### src/rtl/rc_pkg.sv
package rc_pkg;
  // Time base and link timing.
  localparam int CLK_HZ    = 250_000_000;
  localparam int US_CYC    = CLK_HZ / 1_000_000;
  localparam int MS_US     = 1000;
  localparam int HOLD_S    = 10;
  localparam int HOLD_MS   = HOLD_S * 1000;
  localparam int LOSS_MS   = 250;
  localparam int CHAR_MS   = 8;
  localparam int STRING_MS = 200;
  localparam int SLOTS     = STRING_MS / CHAR_MS;
  localparam int BAUD      = 9600;
  localparam int BIT_CYC   = CLK_HZ / BAUD;
  localparam int FRAME_N   = 10;
  localparam int NVALS     = 12;
  localparam int CONF_N    = 12;
  localparam int CAL_IDX   = 9;
  // Pulse widths in microseconds.
  localparam logic [11:0] PW_LO  = 12'h320;
  localparam logic [11:0] PW_HI  = 12'h898;
  localparam logic [11:0] MIN_TR = 12'h0c8;
  localparam logic [11:0] FAC_MN = 12'h3e8;
  localparam logic [11:0] FAC_CT = 12'h5dc;
  localparam logic [11:0] FAC_MX = 12'h7d0;
  // Command scale and accessory thresholds.
  localparam logic signed [7:0] CMD_FULL = 8'sh7f;
  localparam logic signed [7:0] ACC_ON   = 8'sh60;
  localparam logic signed [7:0] ACC_CTR  = 8'sh20;
  localparam logic signed [4:0] TUNE_MAX = 5'sh0a;
  localparam int TRIM_MUL = 41;
  localparam int TRIM_SH  = 12;
  // Characters.
  localparam logic [7:0] CH_ZERO  = 8'h30;
  localparam logic [7:0] CH_ALPHA = 8'h37;
  localparam logic [7:0] CH_MINUS = 8'h2d;
  localparam logic [7:0] CH_O     = 8'h6f;
  localparam logic [7:0] CH_CR    = 8'h0d;
  // Register offsets.
  localparam logic [3:0] ADDR_TUNE = 4'h0;
  localparam logic [3:0] ADDR_STAT = 4'h4;
  localparam logic [3:0] ADDR_CMD  = 4'h8;

  typedef struct packed {
    logic [11:0] mn;
    logic [11:0] ct;
    logic [11:0] mx;
  } cal_type;
  typedef cal_type [1:0] cal_pair_type;
  typedef struct packed {
    logic [7:0] power;
    logic [7:0] ana1;
    logic [7:0] ana2;
    logic [7:0] amp1;
    logic [7:0] amp2;
    logic [7:0] tmp1;
    logic [7:0] tmp2;
    logic [7:0] batt;
    logic [7:0] v12;
    logic [7:0] enc;
  } telem_type;
  typedef enum logic [2:0] {
    M_RUN  = 3'b000,
    M_HOLD = 3'b001,
    M_CONF = 3'b010,
    M_CAL  = 3'b011
  } mode_type;
  typedef enum logic [1:0] {
    Z_CTR = 2'b00,
    Z_MAX = 2'b01,
    Z_MIN = 2'b10
  } zone_type;
  localparam cal_type FACTORY = '{mn: FAC_MN, ct: FAC_CT, mx: FAC_MX};
endpackage : rc_pkg

### src/rtl/rc_joystick_calib_accessory.sv
// Function
// - Button held ten seconds enters configuration
// - Program steps parameter, set starts calibration
// - Track extremes, program stores center too
// - No pulses means stored values stay
// - Only channels that pulsed get updated
// - Widen spans shorter than minimum travel
// - Channel three uses fixed factory timing
// - Accessories follow channel three only
// - Follow output on at max, off center
// - Toggle output flips on center to min
// - Radio mode sends twelve hex pairs
// - Fixed order of twelve logged values
// - Whole string repeats every 200 ms
// - Trim gives one side up to 10%
// - Width maps to command -127..+127
// - Radio loss switches both accessories off
// - One logging character every 8 ms
// - 9600 baud, 7 data, even parity
//
// The placing of the registers and the strobed register port are this design's own decisions.
`timescale 1ns/1ps
`default_nettype none
module rc_joystick_calib_accessory #(
  parameter int US_CYC  = rc_pkg::US_CYC,
  parameter int HOLD_MS = rc_pkg::HOLD_MS,
  parameter int BIT_CYC = rc_pkg::BIT_CYC,
  parameter int CONF_N  = rc_pkg::CONF_N,
  parameter int CAL_IDX = rc_pkg::CAL_IDX
) (
  // Clock and reset.
  input  wire logic                 ref_clk_in,
  input  wire logic                 rst_in,
  // Radio pulses and buttons.
  input  wire logic [2:0]           rc_pulse_in,
  input  wire logic                 prog_btn_in,
  input  wire logic                 set_btn_in,
  // Non-volatile calibration store.
  input  wire rc_pkg::cal_pair_type nvm_cal_in,
  output logic                      nvm_wr_out,
  output rc_pkg::cal_pair_type      nvm_cal_out,
  // Values to log.
  input  wire rc_pkg::telem_type    telem_in,
  input  wire logic                 enc_present_in,
  // Register port.
  input  wire logic [3:0]           reg_addr_in,
  input  wire logic [31:0]          reg_wdata_in,
  input  wire logic                 reg_wr_in,
  input  wire logic                 reg_rd_in,
  output logic [31:0]               reg_rdata_out,
  // Outputs.
  output logic                      acc_follow_out,
  output logic                      acc_toggle_out,
  output logic signed [7:0]         drive1_out,
  output logic signed [7:0]         drive2_out,
  output logic                      radio_ok_out,
  output rc_pkg::mode_type          mode_out,
  output logic [3:0]                disp_param_out,
  output logic [7:0]                disp_char_out,
  output logic                      tx_out
);

  // Width to signed command against min, center and max.
  function automatic logic signed [7:0] conv(input logic [11:0] w,
                                             input rc_pkg::cal_type c);
    logic [11:0] d;
    logic [11:0] s;
    logic [18:0] q;
    if (w >= c.ct) begin
      d = w - c.ct;
      s = c.mx - c.ct;
    end else begin
      d = c.ct - w;
      s = c.ct - c.mn;
    end
    q = (s == 12'h0) ? 19'h7f : (19'(d) * 19'd127) / 19'(s);
    if (q > 19'h7f) q = 19'h7f;
    conv = (w >= c.ct) ? $signed(q[7:0]) : -$signed(q[7:0]);
  endfunction : conv

  // Learned span with a forced least travel either side.
  function automatic rc_pkg::cal_type widen(input logic [11:0] lo,
                                            input logic [11:0] hi,
                                            input logic [11:0] ct);
    widen.ct = ct;
    widen.mn = (lo + rc_pkg::MIN_TR > ct) ? ct - rc_pkg::MIN_TR : lo;
    widen.mx = (hi < ct + rc_pkg::MIN_TR) ? ct + rc_pkg::MIN_TR : hi;
  endfunction : widen

  // Command scaled by 100+p percent, clamped to full scale.
  function automatic logic signed [7:0] trim(input logic signed [7:0] c,
                                             input logic [3:0] p);
    logic signed [23:0] t;
    t = (24'(c) * $signed(24'(100 + int'(p))) * 24'(rc_pkg::TRIM_MUL))
        >>> rc_pkg::TRIM_SH;
    if (t > 24'sd127) trim = rc_pkg::CMD_FULL;
    else if (t < -24'sd127) trim = -rc_pkg::CMD_FULL;
    else trim = 8'(t);
  endfunction : trim

  // Uppercase hex digit.
  function automatic logic [7:0] hex(input logic [3:0] n);
    hex = (n < 4'ha) ? rc_pkg::CH_ZERO + 8'(n) : rc_pkg::CH_ALPHA + 8'(n);
  endfunction : hex

  ////////////////////////////////////////////////////////////////////////////
  logic [4:0]            pin_w;
  logic [4:0]            lvl_w;
  logic [4:0]            lvl_d_r;
  logic [4:0]            press_w;
  logic [11:0]           width_w [3];
  logic [2:0]            pv_w;
  logic signed [7:0]     cmd_w [3];
  logic [2:0]            cv_w;
  rc_pkg::cal_type [1:0] cal_r;
  rc_pkg::cal_type [2:0] cal_all_w;
  logic [7:0]            us_cnt_r;
  logic                  us_tick_r;
  logic [9:0]            ms_cnt_r;
  logic                  ms_tick_r;

  assign pin_w     = {set_btn_in, prog_btn_in, rc_pulse_in};
  assign press_w   = lvl_w & ~lvl_d_r;
  assign cal_all_w = {rc_pkg::FACTORY, cal_r};

  // Microsecond and millisecond ticks.
  always_ff @(posedge ref_clk_in) begin
    if (rst_in) begin
      us_cnt_r  <= 8'h0;
      us_tick_r <= 1'b0;
      ms_cnt_r  <= 10'h0;
      ms_tick_r <= 1'b0;
    end else begin
      us_tick_r <= (us_cnt_r == 8'(US_CYC - 1));
      us_cnt_r  <= (us_cnt_r == 8'(US_CYC - 1)) ? 8'h0 : us_cnt_r + 8'h1;
      ms_tick_r <= us_tick_r && (ms_cnt_r == 10'(rc_pkg::MS_US - 1));
      if (us_tick_r) begin
        ms_cnt_r <= (ms_cnt_r == 10'(rc_pkg::MS_US - 1)) ? 10'h0 : ms_cnt_r + 10'h1;
      end
    end
  end

  // Button edge memory.
  always_ff @(posedge ref_clk_in) begin
    if (rst_in) lvl_d_r <= 5'h0;
    else lvl_d_r <= lvl_w;
  end

  ////////////////////////////////////////////////////////////////////////////
  // Pin synchronisers: a level counts once stages two and three agree.
  for (genvar g = 0; g < 5; g++) begin : g_sync
    logic [2:0] sh_r;
    logic       lvl_r;
    always_ff @(posedge ref_clk_in) begin
      if (rst_in) begin
        sh_r  <= 3'h0;
        lvl_r <= 1'b0;
      end else begin
        sh_r <= {sh_r[1:0], pin_w[g]};
        if (sh_r[1] == sh_r[2]) lvl_r <= sh_r[2];
      end
    end
    assign lvl_w[g] = lvl_r;
  end

  // Pulse width capture and conversion per radio channel.
  for (genvar g = 0; g < 3; g++) begin : g_chan
    logic              hi_d_r;
    logic [11:0]       cnt_r;
    logic [11:0]       w_r;
    logic              pv_r;
    logic signed [7:0] cmd_r;
    logic              cv_r;
    always_ff @(posedge ref_clk_in) begin
      if (rst_in) begin
        hi_d_r <= 1'b0;
        cnt_r  <= 12'h0;
        w_r    <= rc_pkg::FAC_CT;
        pv_r   <= 1'b0;
      end else begin
        hi_d_r <= lvl_w[g];
        if (lvl_w[g] && !hi_d_r) cnt_r <= {11'h0, us_tick_r};
        else if (lvl_w[g] && us_tick_r && cnt_r != 12'hfff) cnt_r <= cnt_r + 12'h1;
        pv_r <= !lvl_w[g] && hi_d_r && cnt_r >= rc_pkg::PW_LO && cnt_r <= rc_pkg::PW_HI;
        if (!lvl_w[g] && hi_d_r && cnt_r >= rc_pkg::PW_LO && cnt_r <= rc_pkg::PW_HI) begin
          w_r <= cnt_r;
        end
      end
    end
    // Command follows each accepted pulse by one cycle.
    always_ff @(posedge ref_clk_in) begin
      if (rst_in) begin
        cmd_r <= 8'sh0;
        cv_r  <= 1'b0;
      end else begin
        cv_r <= pv_r;
        if (pv_r) cmd_r <= conv(w_r, cal_all_w[g]);
      end
    end
    assign width_w[g] = w_r;
    assign pv_w[g]    = pv_r;
    assign cmd_w[g]   = cmd_r;
    assign cv_w[g]    = cv_r;
  end

  ////////////////////////////////////////////////////////////////////////////
  rc_pkg::mode_type mode_r;
  logic [13:0]      hold_cnt_r;
  logic [3:0]       param_r;
  logic [1:0]       seen_r;
  logic [11:0]      lo_r [2];
  logic [11:0]      hi_r [2];
  logic             store_w;
  logic             nvm_wr_r;

  assign store_w = (mode_r == rc_pkg::M_CAL) && press_w[3];

  // Mode sequence: hold check, configuration, calibration.
  always_ff @(posedge ref_clk_in) begin
    if (rst_in) begin
      mode_r     <= rc_pkg::M_HOLD;
      hold_cnt_r <= 14'h0;
      param_r    <= 4'h0;
    end else begin
      case (mode_r)
        rc_pkg::M_HOLD: begin
          if (ms_tick_r) begin
            if (!lvl_w[3]) mode_r <= rc_pkg::M_RUN;
            else if (hold_cnt_r == 14'(HOLD_MS - 1)) mode_r <= rc_pkg::M_CONF;
            else hold_cnt_r <= hold_cnt_r + 14'h1;
          end
        end
        rc_pkg::M_CONF: begin
          if (press_w[3]) begin
            param_r <= (param_r == 4'(CONF_N - 1)) ? 4'h0 : param_r + 4'h1;
          end else if (press_w[4] && param_r == 4'(CAL_IDX)) begin
            mode_r <= rc_pkg::M_CAL;
          end
        end
        rc_pkg::M_CAL: begin
          if (press_w[3]) mode_r <= rc_pkg::M_CONF;
        end
        rc_pkg::M_RUN: mode_r <= rc_pkg::M_RUN;
        default: mode_r <= rc_pkg::M_RUN;
      endcase
    end
  end

  // Extreme tracking while calibrating, restarted on entry.
  always_ff @(posedge ref_clk_in) begin
    if (rst_in) begin
      seen_r <= 2'b00;
      for (int i = 0; i < 2; i++) begin
        lo_r[i] <= 12'hfff;
        hi_r[i] <= 12'h0;
      end
    end else begin
      for (int i = 0; i < 2; i++) begin
        if (mode_r == rc_pkg::M_CONF) begin
          seen_r[i] <= 1'b0;
          lo_r[i]   <= 12'hfff;
          hi_r[i]   <= 12'h0;
        end else if (mode_r == rc_pkg::M_CAL && pv_w[i]) begin
          seen_r[i] <= 1'b1;
          if (width_w[i] < lo_r[i]) lo_r[i] <= width_w[i];
          if (width_w[i] > hi_r[i]) hi_r[i] <= width_w[i];
        end
      end
    end
  end

  // Calibration store: load at reset, write back on program press.
  always_ff @(posedge ref_clk_in) begin
    if (rst_in) begin
      cal_r    <= nvm_cal_in;
      nvm_wr_r <= 1'b0;
    end else begin
      nvm_wr_r <= store_w && (|seen_r);
      for (int i = 0; i < 2; i++) begin
        if (store_w && seen_r[i]) begin
          cal_r[i] <= widen(lo_r[i], hi_r[i], width_w[i]);
        end
      end
    end
  end

  ////////////////////////////////////////////////////////////////////////////
  logic [8:0]       gap_r;
  logic             radio_ok_r;
  rc_pkg::zone_type zone_r;
  rc_pkg::zone_type nz;
  logic             follow_r;
  logic             toggle_r;

  // Radio loss watchdog over all channels.
  always_ff @(posedge ref_clk_in) begin
    if (rst_in) begin
      gap_r      <= 9'h0;
      radio_ok_r <= 1'b0;
    end else if (|pv_w) begin
      gap_r      <= 9'h0;
      radio_ok_r <= 1'b1;
    end else if (ms_tick_r && radio_ok_r) begin
      gap_r <= gap_r + 9'h1;
      if (gap_r == 9'(rc_pkg::LOSS_MS - 1)) radio_ok_r <= 1'b0;
    end
  end

  // Channel three zone with separate enter and leave thresholds.
  always_comb begin
    nz = zone_r;
    if (cmd_w[2] >= rc_pkg::ACC_ON) nz = rc_pkg::Z_MAX;
    else if (cmd_w[2] <= -rc_pkg::ACC_ON) nz = rc_pkg::Z_MIN;
    else if (cmd_w[2] <= rc_pkg::ACC_CTR && cmd_w[2] >= -rc_pkg::ACC_CTR) nz = rc_pkg::Z_CTR;
  end

  // Accessory outputs driven from channel three alone.
  always_ff @(posedge ref_clk_in) begin
    if (rst_in || !radio_ok_r) begin
      zone_r   <= rc_pkg::Z_CTR;
      follow_r <= 1'b0;
      toggle_r <= 1'b0;
    end else if (cv_w[2]) begin
      zone_r <= nz;
      if (nz == rc_pkg::Z_MAX) follow_r <= 1'b1;
      else if (nz == rc_pkg::Z_CTR) follow_r <= 1'b0;
      if (zone_r == rc_pkg::Z_CTR && nz == rc_pkg::Z_MIN) toggle_r <= ~toggle_r;
    end
  end

  ////////////////////////////////////////////////////////////////////////////
  logic signed [4:0] tune_r;
  logic signed [4:0] tw;
  logic [31:0]       rdata_r;
  logic signed [7:0] d1_r;
  logic signed [7:0] d2_r;

  assign tw = $signed(reg_wdata_in[4:0]);

  // Register writes: trim clamped to the allowed range.
  always_ff @(posedge ref_clk_in) begin
    if (rst_in) tune_r <= 5'sh0;
    else if (reg_wr_in && reg_addr_in == rc_pkg::ADDR_TUNE) begin
      if (tw > rc_pkg::TUNE_MAX) tune_r <= rc_pkg::TUNE_MAX;
      else if (tw < -rc_pkg::TUNE_MAX) tune_r <= -rc_pkg::TUNE_MAX;
      else tune_r <= tw;
    end
  end

  // Register reads answer in the next cycle only.
  always_ff @(posedge ref_clk_in) begin
    if (rst_in || !reg_rd_in) rdata_r <= 32'h0;
    else begin
      case (reg_addr_in)
        rc_pkg::ADDR_TUNE: rdata_r <= {{27{tune_r[4]}}, tune_r};
        rc_pkg::ADDR_STAT: rdata_r <= {20'h0, param_r, seen_r, toggle_r, follow_r,
                                       radio_ok_r, mode_r};
        rc_pkg::ADDR_CMD:  rdata_r <= {8'h0, cmd_w[2], cmd_w[1], cmd_w[0]};
        default:           rdata_r <= 32'h0;
      endcase
    end
  end

  // Per-channel drive with left/right trim.
  always_ff @(posedge ref_clk_in) begin
    if (rst_in || mode_r != rc_pkg::M_RUN || !radio_ok_r) begin
      d1_r <= 8'sh0;
      d2_r <= 8'sh0;
    end else begin
      d1_r <= trim(cmd_w[0], tune_r[4] ? 4'h0 : tune_r[3:0]);
      d2_r <= trim(cmd_w[1], tune_r[4] ? 4'(-tune_r) : 4'h0);
    end
  end

  ////////////////////////////////////////////////////////////////////////////
  logic [2:0]  sub_r;
  logic [4:0]  slot_r;
  logic        kick_r;
  logic [7:0]  ch_r;
  logic [7:0]  snap_r [rc_pkg::NVALS];
  logic [7:0]  vals_w [rc_pkg::NVALS];
  logic [9:0]  frame_r;
  logic [3:0]  left_r;
  logic [14:0] tm_r;
  logic [7:0]  sel_w;

  // Logged values in their fixed order.
  always_comb begin
    vals_w[0]  = cmd_w[0];
    vals_w[1]  = cmd_w[1];
    vals_w[2]  = telem_in.power;
    vals_w[3]  = telem_in.ana1;
    vals_w[4]  = telem_in.ana2;
    vals_w[5]  = telem_in.amp1;
    vals_w[6]  = telem_in.amp2;
    vals_w[7]  = telem_in.tmp1;
    vals_w[8]  = telem_in.tmp2;
    vals_w[9]  = telem_in.batt;
    vals_w[10] = telem_in.v12;
    vals_w[11] = enc_present_in ? telem_in.enc : 8'h0;
  end

  assign sel_w = snap_r[slot_r[4:1]];

  // Character slots of 8 ms, string of 25 slots.
  always_ff @(posedge ref_clk_in) begin
    if (rst_in || mode_r != rc_pkg::M_RUN) begin
      sub_r  <= 3'h0;
      slot_r <= 5'h0;
      kick_r <= 1'b0;
      ch_r   <= rc_pkg::CH_CR;
      for (int i = 0; i < rc_pkg::NVALS; i++) snap_r[i] <= 8'h0;
    end else begin
      kick_r <= 1'b0;
      if (ms_tick_r) sub_r <= (sub_r == 3'(rc_pkg::CHAR_MS - 1)) ? 3'h0 : sub_r + 3'h1;
      if (ms_tick_r && sub_r == 3'(rc_pkg::CHAR_MS - 1)) begin
        kick_r <= 1'b1;
        if (slot_r < 5'(2 * rc_pkg::NVALS)) begin
          ch_r <= hex(slot_r[0] ? sel_w[3:0] : sel_w[7:4]);
        end else ch_r <= rc_pkg::CH_CR;
        if (slot_r == 5'(rc_pkg::SLOTS - 1)) begin
          slot_r <= 5'h0;
          for (int i = 0; i < rc_pkg::NVALS; i++) snap_r[i] <= vals_w[i];
        end else slot_r <= slot_r + 5'h1;
      end
    end
  end

  // Serial frame: start, 7 data LSB first, even parity, stop.
  always_ff @(posedge ref_clk_in) begin
    if (rst_in) begin
      frame_r <= 10'h3ff;
      left_r  <= 4'h0;
      tm_r    <= 15'h0;
    end else if (kick_r && left_r == 4'h0) begin
      frame_r <= {1'b1, ^ch_r[6:0], ch_r[6:0], 1'b0};
      left_r  <= 4'(rc_pkg::FRAME_N);
      tm_r    <= 15'h0;
    end else if (left_r != 4'h0) begin
      if (tm_r == 15'(BIT_CYC - 1)) begin
        tm_r    <= 15'h0;
        frame_r <= {1'b1, frame_r[9:1]};
        left_r  <= left_r - 4'h1;
      end else tm_r <= tm_r + 15'h1;
    end
  end

  ////////////////////////////////////////////////////////////////////////////
  // Output drive.
  assign nvm_wr_out     = nvm_wr_r;
  assign nvm_cal_out    = cal_r;
  assign reg_rdata_out  = rdata_r;
  assign acc_follow_out = follow_r;
  assign acc_toggle_out = toggle_r;
  assign drive1_out     = d1_r;
  assign drive2_out     = d2_r;
  assign radio_ok_out   = radio_ok_r;
  assign mode_out       = mode_r;
  assign disp_param_out = param_r;
  assign tx_out         = frame_r[0];

  // Display character for the shown parameter.
  always_comb begin
    if (mode_r == rc_pkg::M_CAL) disp_char_out = rc_pkg::CH_O;
    else if (mode_r == rc_pkg::M_CONF && param_r == 4'(CAL_IDX)) disp_char_out = rc_pkg::CH_MINUS;
    else disp_char_out = rc_pkg::CH_ZERO;
  end
endmodule : rc_joystick_calib_accessory
`default_nettype wire

### config.mk
export PLATFORM = sky130hd
export DESIGN_NAME = rc_joystick_calib_accessory
export DESIGN_NICKNAME = d
export VERILOG_FILES = /design/src/rtl/rc_pkg.sv /design/src/rtl/rc_joystick_calib_accessory.sv
export SDC_FILE = /design/constraint.sdc
export NUM_CORES = 2
export LEC_CHECK = 0
export BUFFER_PORTS_ARGS = -buffer_cell sky130_fd_sc_hd__buf_2
export CAP_MARGIN = 10
export CORE_AREA = 2 2 403 405
export CTS_BUF_LIST = sky130_fd_sc_hd__clkbuf_8
export CTS_CLUSTER_DIAMETER = 60
export DETAILED_ROUTE_END_ITERATION = 6
export DIE_AREA = 0 0 405 407
export GPL_TIMING_DRIVEN = 1
export SLEW_MARGIN = 20
export SYNTH_ARGS = -nofsm -noshare
export SYNTH_HDL_FRONTEND = slang
export SYNTH_SLANG_ARGS = --single-unit
### constraint.sdc
create_clock -name ref_clk_in -period 68.3 [get_ports ref_clk_in]
set_clock_uncertainty 0.1 [all_clocks]
set_input_delay 6.83 -clock ref_clk_in [delete_from_list [all_inputs] [get_ports ref_clk_in]]
set_output_delay 6.83 -clock ref_clk_in [all_outputs]
set_load 0.01 [all_outputs]
; Word level (Yosys, flattened, before mapping)
; Memory sizes are Yosys's and may differ from the RTL's. A register that Yosys moved wholly into a read port is not among the register bits.
; Index checks and enable logic that the tools add are counted.
[word_totals]
register_bits = 355
mem_bits_rw = 144
input_bits = 198
elab_cells = 423
memories = 3
[mem_list]
columns = memory, depth, word_bits, rd, rd_clocked_by_memory_dff, write_ports, line_no
row1 = snap_r, 12, 8, 1, 1, 12, rc_joystick_calib_accessory.sv:380  ; logic [7:0] snap_r [rc_pkg::NVALS];
row2 = hi_r, 2, 12, 2, 0, 2, rc_joystick_calib_accessory.sv:212  ; logic [11:0] hi_r [2];
row3 = lo_r, 2, 12, 2, 0, 2, rc_joystick_calib_accessory.sv:211  ; logic [11:0] lo_r [2];
[classes]
add_sub_neg = 36
n_mul = 7
div = 3
n_lt_le_gt_ge = 32
n_eq_ne = 29
n_mux = 140
bitwise = 24
reduce_logical = 84
[ops]
columns = op, n
row1 = 12-bit 2-to-1 mux, 29
row2 = 8-bit 2-to-1 mux, 27
row3 = 32-bit one-hot mux with 3 select lines, 1
row4 = 12-bit subtractor, 8
row5 = 36-bit 2-to-1 mux, 2
row6 = 72-bit 2-to-1 mux, 1
row7 = 19-bit by 12-bit divider with 19-bit output, 3
row8 = 19-bit by 7-bit > comparator with 1-bit output (second input constant), 3
row9 = 12-bit by 7-bit multiplier with 19-bit output (second input constant), 3
row10 = 19-bit 2-to-1 mux, 3
row11 = 12-bit by 8-bit adder with 12-bit output (second input constant), 4
row12 = 12-bit > comparator, 4
row13 = 12-bit < comparator, 4
row14 = 17-bit by 7-bit multiplier with 24-bit output (second input constant), 2
row15 = 1-bit 2-to-1 mux, 43
row16 = 12-bit by 1-bit adder with 12-bit output (second input constant), 3
row17 = 12-bit by 10-bit >= comparator with 1-bit output (second input constant), 3
row18 = 12-bit <= comparator (second input constant), 3
row19 = 12-bit logical NOT, 3
row20 = 4-bit 2-to-1 mux, 9
row21 = 12-bit != test (second input constant), 3
row22 = 7-bit 2-to-1 mux, 5
row23 = 8-bit by 9-bit multiplier with 17-bit output, 2
row24 = 1-bit logical AND, 33
row25 = other kinds (68), 154

; Depth between registers and ports, before layout
[depth]
word_depth = 13
depth_mapped = 318

; Worst setup path after synthesis
; No wires, ideal clock.
[synth_timing]
kind = register -> register
start = register cal_r (netlist bit nvm_cal_out[49])
end = register g_chan[1].cmd_r[4]
setup_ns = 0.086
arrival_time_ns = 54.945
required_ns = 68.114
slack_ns = 13.170
stages_incl_launch_ff = 306
path_buffers = 16
synth_period_minus_slack_ns = 55.130
path_cell_list = edfxtp_1 > inv_1 > fa_1 > a21o_1 > a21o_1 > a21o_1 > a21oi_1 > o221ai_1 > a21oi_1 > o21ai_1 > a21o_1 > a21o_1 > clkbuf_1 > clkbuf_1 > mux2_2 > o21a_1 > xnor2_1 > inv_1 > [... 270 more ...] > nor2b_1 > o21ai_0 > nand2b_1 > a21oi_1 > nor2b_1 > o21ai_0 > nand2b_1 > a21oi_1 > nand2_1 > nor4_1 > a22o_1 > and2_1 > and3b_1 > ha_1 > nand2_1 > a21boi_0 > o22ai_1 > a211oi_1
[synth_between]
elab_chain_len = 13
[synth_rtl]
columns = item, line_no
row1 = "start, declared", rc_joystick_calib_accessory.sv:115  ; rc_pkg::cal_type [1:0] cal_r;
row2 = "start signal, assigned", rc_joystick_calib_accessory.sv:275  ; cal_r <= nvm_cal_in;
row3 = "start signal, assigned by index", rc_joystick_calib_accessory.sv:281  ; cal_r[i] <= widen(lo_r[i], hi_r[i], width_w[i]);
row4 = 12-bit subtractor (tied with other cells), rc_joystick_calib_accessory.sv:73  ; d = c.ct - w;
row5 = 12-bit 2-to-1 mux, rc_joystick_calib_accessory.sv:69  ; if (w >= c.ct) begin
row6 = 12-bit 2-to-1 mux, rc_joystick_calib_accessory.sv:197  ; if (pv_r) cmd_r <= conv(w_r, cal_all_w[g]);
row7 = 12-bit 2-to-1 mux, rc_joystick_calib_accessory.sv:192  ; if (rst_in) begin
row8 = 12-bit by 7-bit multiplier with 19-bit output, rc_joystick_calib_accessory.sv:76  ; q = (s == 12'h0) ? 19'h7f : (19'(d) * 19'd127) / 19'(s);
row9 = 19-bit by 12-bit divider with 19-bit output, rc_joystick_calib_accessory.sv:76
row10 = 19-bit 2-to-1 mux, rc_joystick_calib_accessory.sv:76
row11 = 19-bit by 7-bit > comparator with 1-bit output, rc_joystick_calib_accessory.sv:77  ; if (q > 19'h7f) q = 19'h7f;
row12 = 8-bit 2-to-1 mux, rc_joystick_calib_accessory.sv:77
row13 = 8-bit 2-to-1 mux, rc_joystick_calib_accessory.sv:197
row14 = 8-bit 2-to-1 mux, rc_joystick_calib_accessory.sv:192
row15 = 8-bit negator, rc_joystick_calib_accessory.sv:78  ; conv = (w >= c.ct) ? $signed(q[7:0]) : -$signed(q[7:0]);
row16 = 8-bit 2-to-1 mux *, rc_joystick_calib_accessory.sv:78
row17 = "end signal, assigned", rc_joystick_calib_accessory.sv:197
row18 = "end, declared", rc_joystick_calib_accessory.sv:172  ; logic signed [7:0] cmd_r;
; Mark *: on every way between the ends. The rest lies on a longest branch, timed or not. The select of a mux whose other input is x is not followed.
; A chain may end at the register's enable or synchronous reset.

; Worst setup path in the final report
; Ends and elaborated chain as after synthesis.

==> impl_metrics.toml <==
[sta]
relSlewSlack = 0.256
finalHoldViolCount = 0
setup_viol = 0
worst_slew_pin_slew_ns = 1.12
rsz0062_at_grt = "no"
final.period_utilization = 0.902
max_freq_mhz = 16.2
drv_slew = 0
finalSetupTns_ns = 0
period_needed_ns = 61.60

[cts]
clkTransAtPathRegs_ns = 0.06
cts_buffers = 93
cts-hold-fix-buffers = 0
post_cts_resized = 0
clock_tree.root_cell = "clkbuf_8"
cts_tree = "done"
clock_latency_ns = 0.84
clockBufferDepth = 3
htreeDepth = 3
cts.sinks = 492
postCtsSetupBuffers = 0

[global_route]
overflow = 0
grt_pass1_wl_mm = 265
grt_pass1_vias = 50263
antenna_found_initial = 4
grt_usage = 0.197
grt_start_max_net_pins = 97

[floorplan]
die_w_um = 405
io_pins = 338
die_area_mm2 = 0.165
core_area_mm2 = 0.160
rows = 147
die_height_um = 407
start_util = 0.368

[placed_design]
portBuffers = 307
gp_congestion = 0.893
dpl.hpwl_mm = 131

[logic_synthesis]
synthCells = 7064
syn_area_per_cell_um2 = 8.34
synth_cell_types = 126
ys_ff_latch = 492
async_reset_ff_frac = 0
yosysWarnings = 0
synth_edf_count = 216
syn-cell-area_mm2 = 0.0589
ys_seq_area_frac = 0.204
ys.flop_type = "dfxtp_1"

[detailed_routing]
routedWlPerCell_um = 17.2
drtIter0Drc = 2915
drc = 0
finalWirelength_mm = 165
vias_per_cell = 5.36
postRouteAntennaNets = 0
drt_pass1_iterations = 6
num_vias = 51227

[outcome]
outcome = "completed"

[final_layout]
nets = 8582
nFillCells = 16161
area_growth_pct = 10.2
layout-drive-gt1-share = 0.102

[worst_setup_path]
cp_data_arrival_time_ns = 62.24
cp.required_ns = 68.94
worstSetupPathType = "reg -> reg"
crit_slowest_cell = "nor3_2"
crit_path_frequent_cell = "o21a_1"
critPathLaunchType = "flip-flop"
worst-path-max-fanout = 26
max_stage_delay_ns = 0.59
cp-end-kind = "flip-flop"

[min_path]
hold_path.class = "reg -> reg"

[run]
cap_violations = 0
-- kinds of logic (layout without fill, tap and decap cells) --
logic type / Yosys count / count (layout) / share of synthesized area
xor gates and xnor gates: 358 / 358 / 0.0543
adders and majority gates: 1061 / 1061 / 0.253
muxes: 242 / 242 / 0.0494
and+or+nand+nor: 2358 / 2358 / 0.194
AOI/OAI and AO/OA: 1661 / 1661 / 0.187
DFF: 492 / 492 / 0.204
other: 2 / 7 / 0.000127
buffers and inverters: 890 / 1226 / 0.0591
-- placed cells by master, fill, tap and decap left out, types with 216 or more instances in the layout --
cell type  count
nand2_1      619
a21oi_1      374
fa_1         217
xnor2_1      247
o21ai_0      341
edfxtp_1     216
nor3_1       302
dfxtp_1      275
nor2_1       586
inv_1        696
o21a_1       224
buf_2        306
ha_1         841
-- through the flow --
step           setup WS, ns   util  instance area [um^2]  hold slack, ns  instances
2_1_floorplan         13.17      -                 58900           0.314       7065
3_3_place_gp           8.72  0.393                 62900           0.328       9391
3_5_place_dp           7.51  0.393                 62900           0.332       9391
4_1_cts                7.16  0.405                 64900           0.314       9561
5_1_grt                1.01  0.405                 64900           0.354       9563
6_report               6.70  0.405                 65000           0.315       9565
-- cells in the mapped netlist, types with 26 or more instances --
| library cell | number | area share |
|---|---|---|
| nor4_1 | 40 | 0.0042 |
| mux2_2 | 92 | 0.018 |
| nor2_1 | 587 | 0.037 |
| nor3_1 | 305 | 0.026 |
| o31ai_1 | 75 | 0.0096 |
| fa_1 | 217 | 0.074 |
| a211oi_1 | 43 | 0.0055 |
| o211ai_1 | 55 | 0.0070 |
| o21ai_0 | 347 | 0.029 |
| or3_1 | 75 | 0.0080 |
| or2_2 | 26 | 0.0028 |
| nand2b_1 | 92 | 0.0098 |
| mux4_2 | 28 | 0.011 |
| nor2b_1 | 107 | 0.011 |
| a21o_1 | 146 | 0.019 |
| dfxtp_1 | 276 | 0.094 |
| and3_1 | 55 | 0.0058 |
| nand2_1 | 622 | 0.040 |
| mux2i_1 | 117 | 0.020 |
| and2_1 | 182 | 0.019 |
| a31oi_1 | 47 | 0.0050 |
| o21a_1 | 224 | 0.029 |
| xor2_1 | 106 | 0.016 |
| edfxtp_1 | 216 | 0.11 |
| nand4_1 | 80 | 0.0085 |
| clkbuf_1 | 146 | 0.0093 |
| a22oi_1 | 26 | 0.0033 |
| a21boi_0 | 30 | 0.0038 |
| xnor2_1 | 247 | 0.037 |
| inv_1 | 677 | 0.043 |
| nand3_1 | 98 | 0.0083 |
| ha_1 | 841 | 0.18 |
| a21oi_1 | 379 | 0.032 |
-- per-layer routing --
layer / GRT usage / vias to the layer above / routed length [um]
li1: - / 25615 / -
met1: 0.261 / 24461 / 76400
met2: 0.335 / 939 / 77600
met3: 0.0253 / 210 / 6940
met4: 0.0556 / 2 / 4000
met5: 0 / - / 13
-- cell type report --
cell class              count  area [um^2]  area share
clock buffers             108         1490      0.0229
clock inverters            62          518     0.00797
flip-flops and latches    492        12000       0.185
diodes                      4         10.0    0.000154
well taps                2160         2700      0.0416
multi-input cells        5683        43600       0.672
repair buffers            373         2040      0.0314
inverters                 683         2560      0.0395
-- critical path, delay by kind of cell (launching register included) --
family          cells  cell delay [ns]
flops               1             0.57
buf+inv            21             3.10
xor+xnor            1             0.45
simple gates       77            12.41
compound gates    167            33.49
mux                 7             2.27
fa+ha+maj          26             8.96
-- flip-flops by register name (all words and copies together) (netlist names), 5 cells and up, named ones only --
name / cells
snap_r: 96
nvm_cal_out: 72
g_chan.cnt_r: 36
g_chan.w_r: 36
reg_rdata_out: 25
g_chan.cmd_r: 24
hi_r: 24
lo_r: 24
g_sync.sh_r: 15
tm_r: 15
hold_cnt_r: 14
ms_cnt_r: 10
frame_r: 9
gap_r: 9
drive1_out: 8
drive2_out: 8
us_cnt_r: 8
ch_r: 7
g_sync.lvl_r: 5
lvl_d_r: 5
slot_r: 5
tune_r: 5
-- worst paths after layout --
check	from	end	slack [ns]	cells after the start
setup / recovery	nvm_cal_out[49]$_DFFE_PP_	g_chan[1].cmd_r[4]$_SDFFE_PP0P_	6.70	299
hold / removal	g_sync[4].sh_r[2]$_SDFF_PP0_	g_sync[4].lvl_r$_SDFFE_PP0N_	0.32	2
setup reg to reg	nvm_cal_out[49]$_DFFE_PP_	g_chan[1].cmd_r[4]$_SDFFE_PP0P_	6.70	299
hold reg to reg	g_sync[4].sh_r[2]$_SDFF_PP0_	g_sync[4].lvl_r$_SDFFE_PP0N_	0.32	2
Power is left out: the tool's default activity adds up to more than one toggle a clock period on the data nets, which glitch-free logic cannot reach.
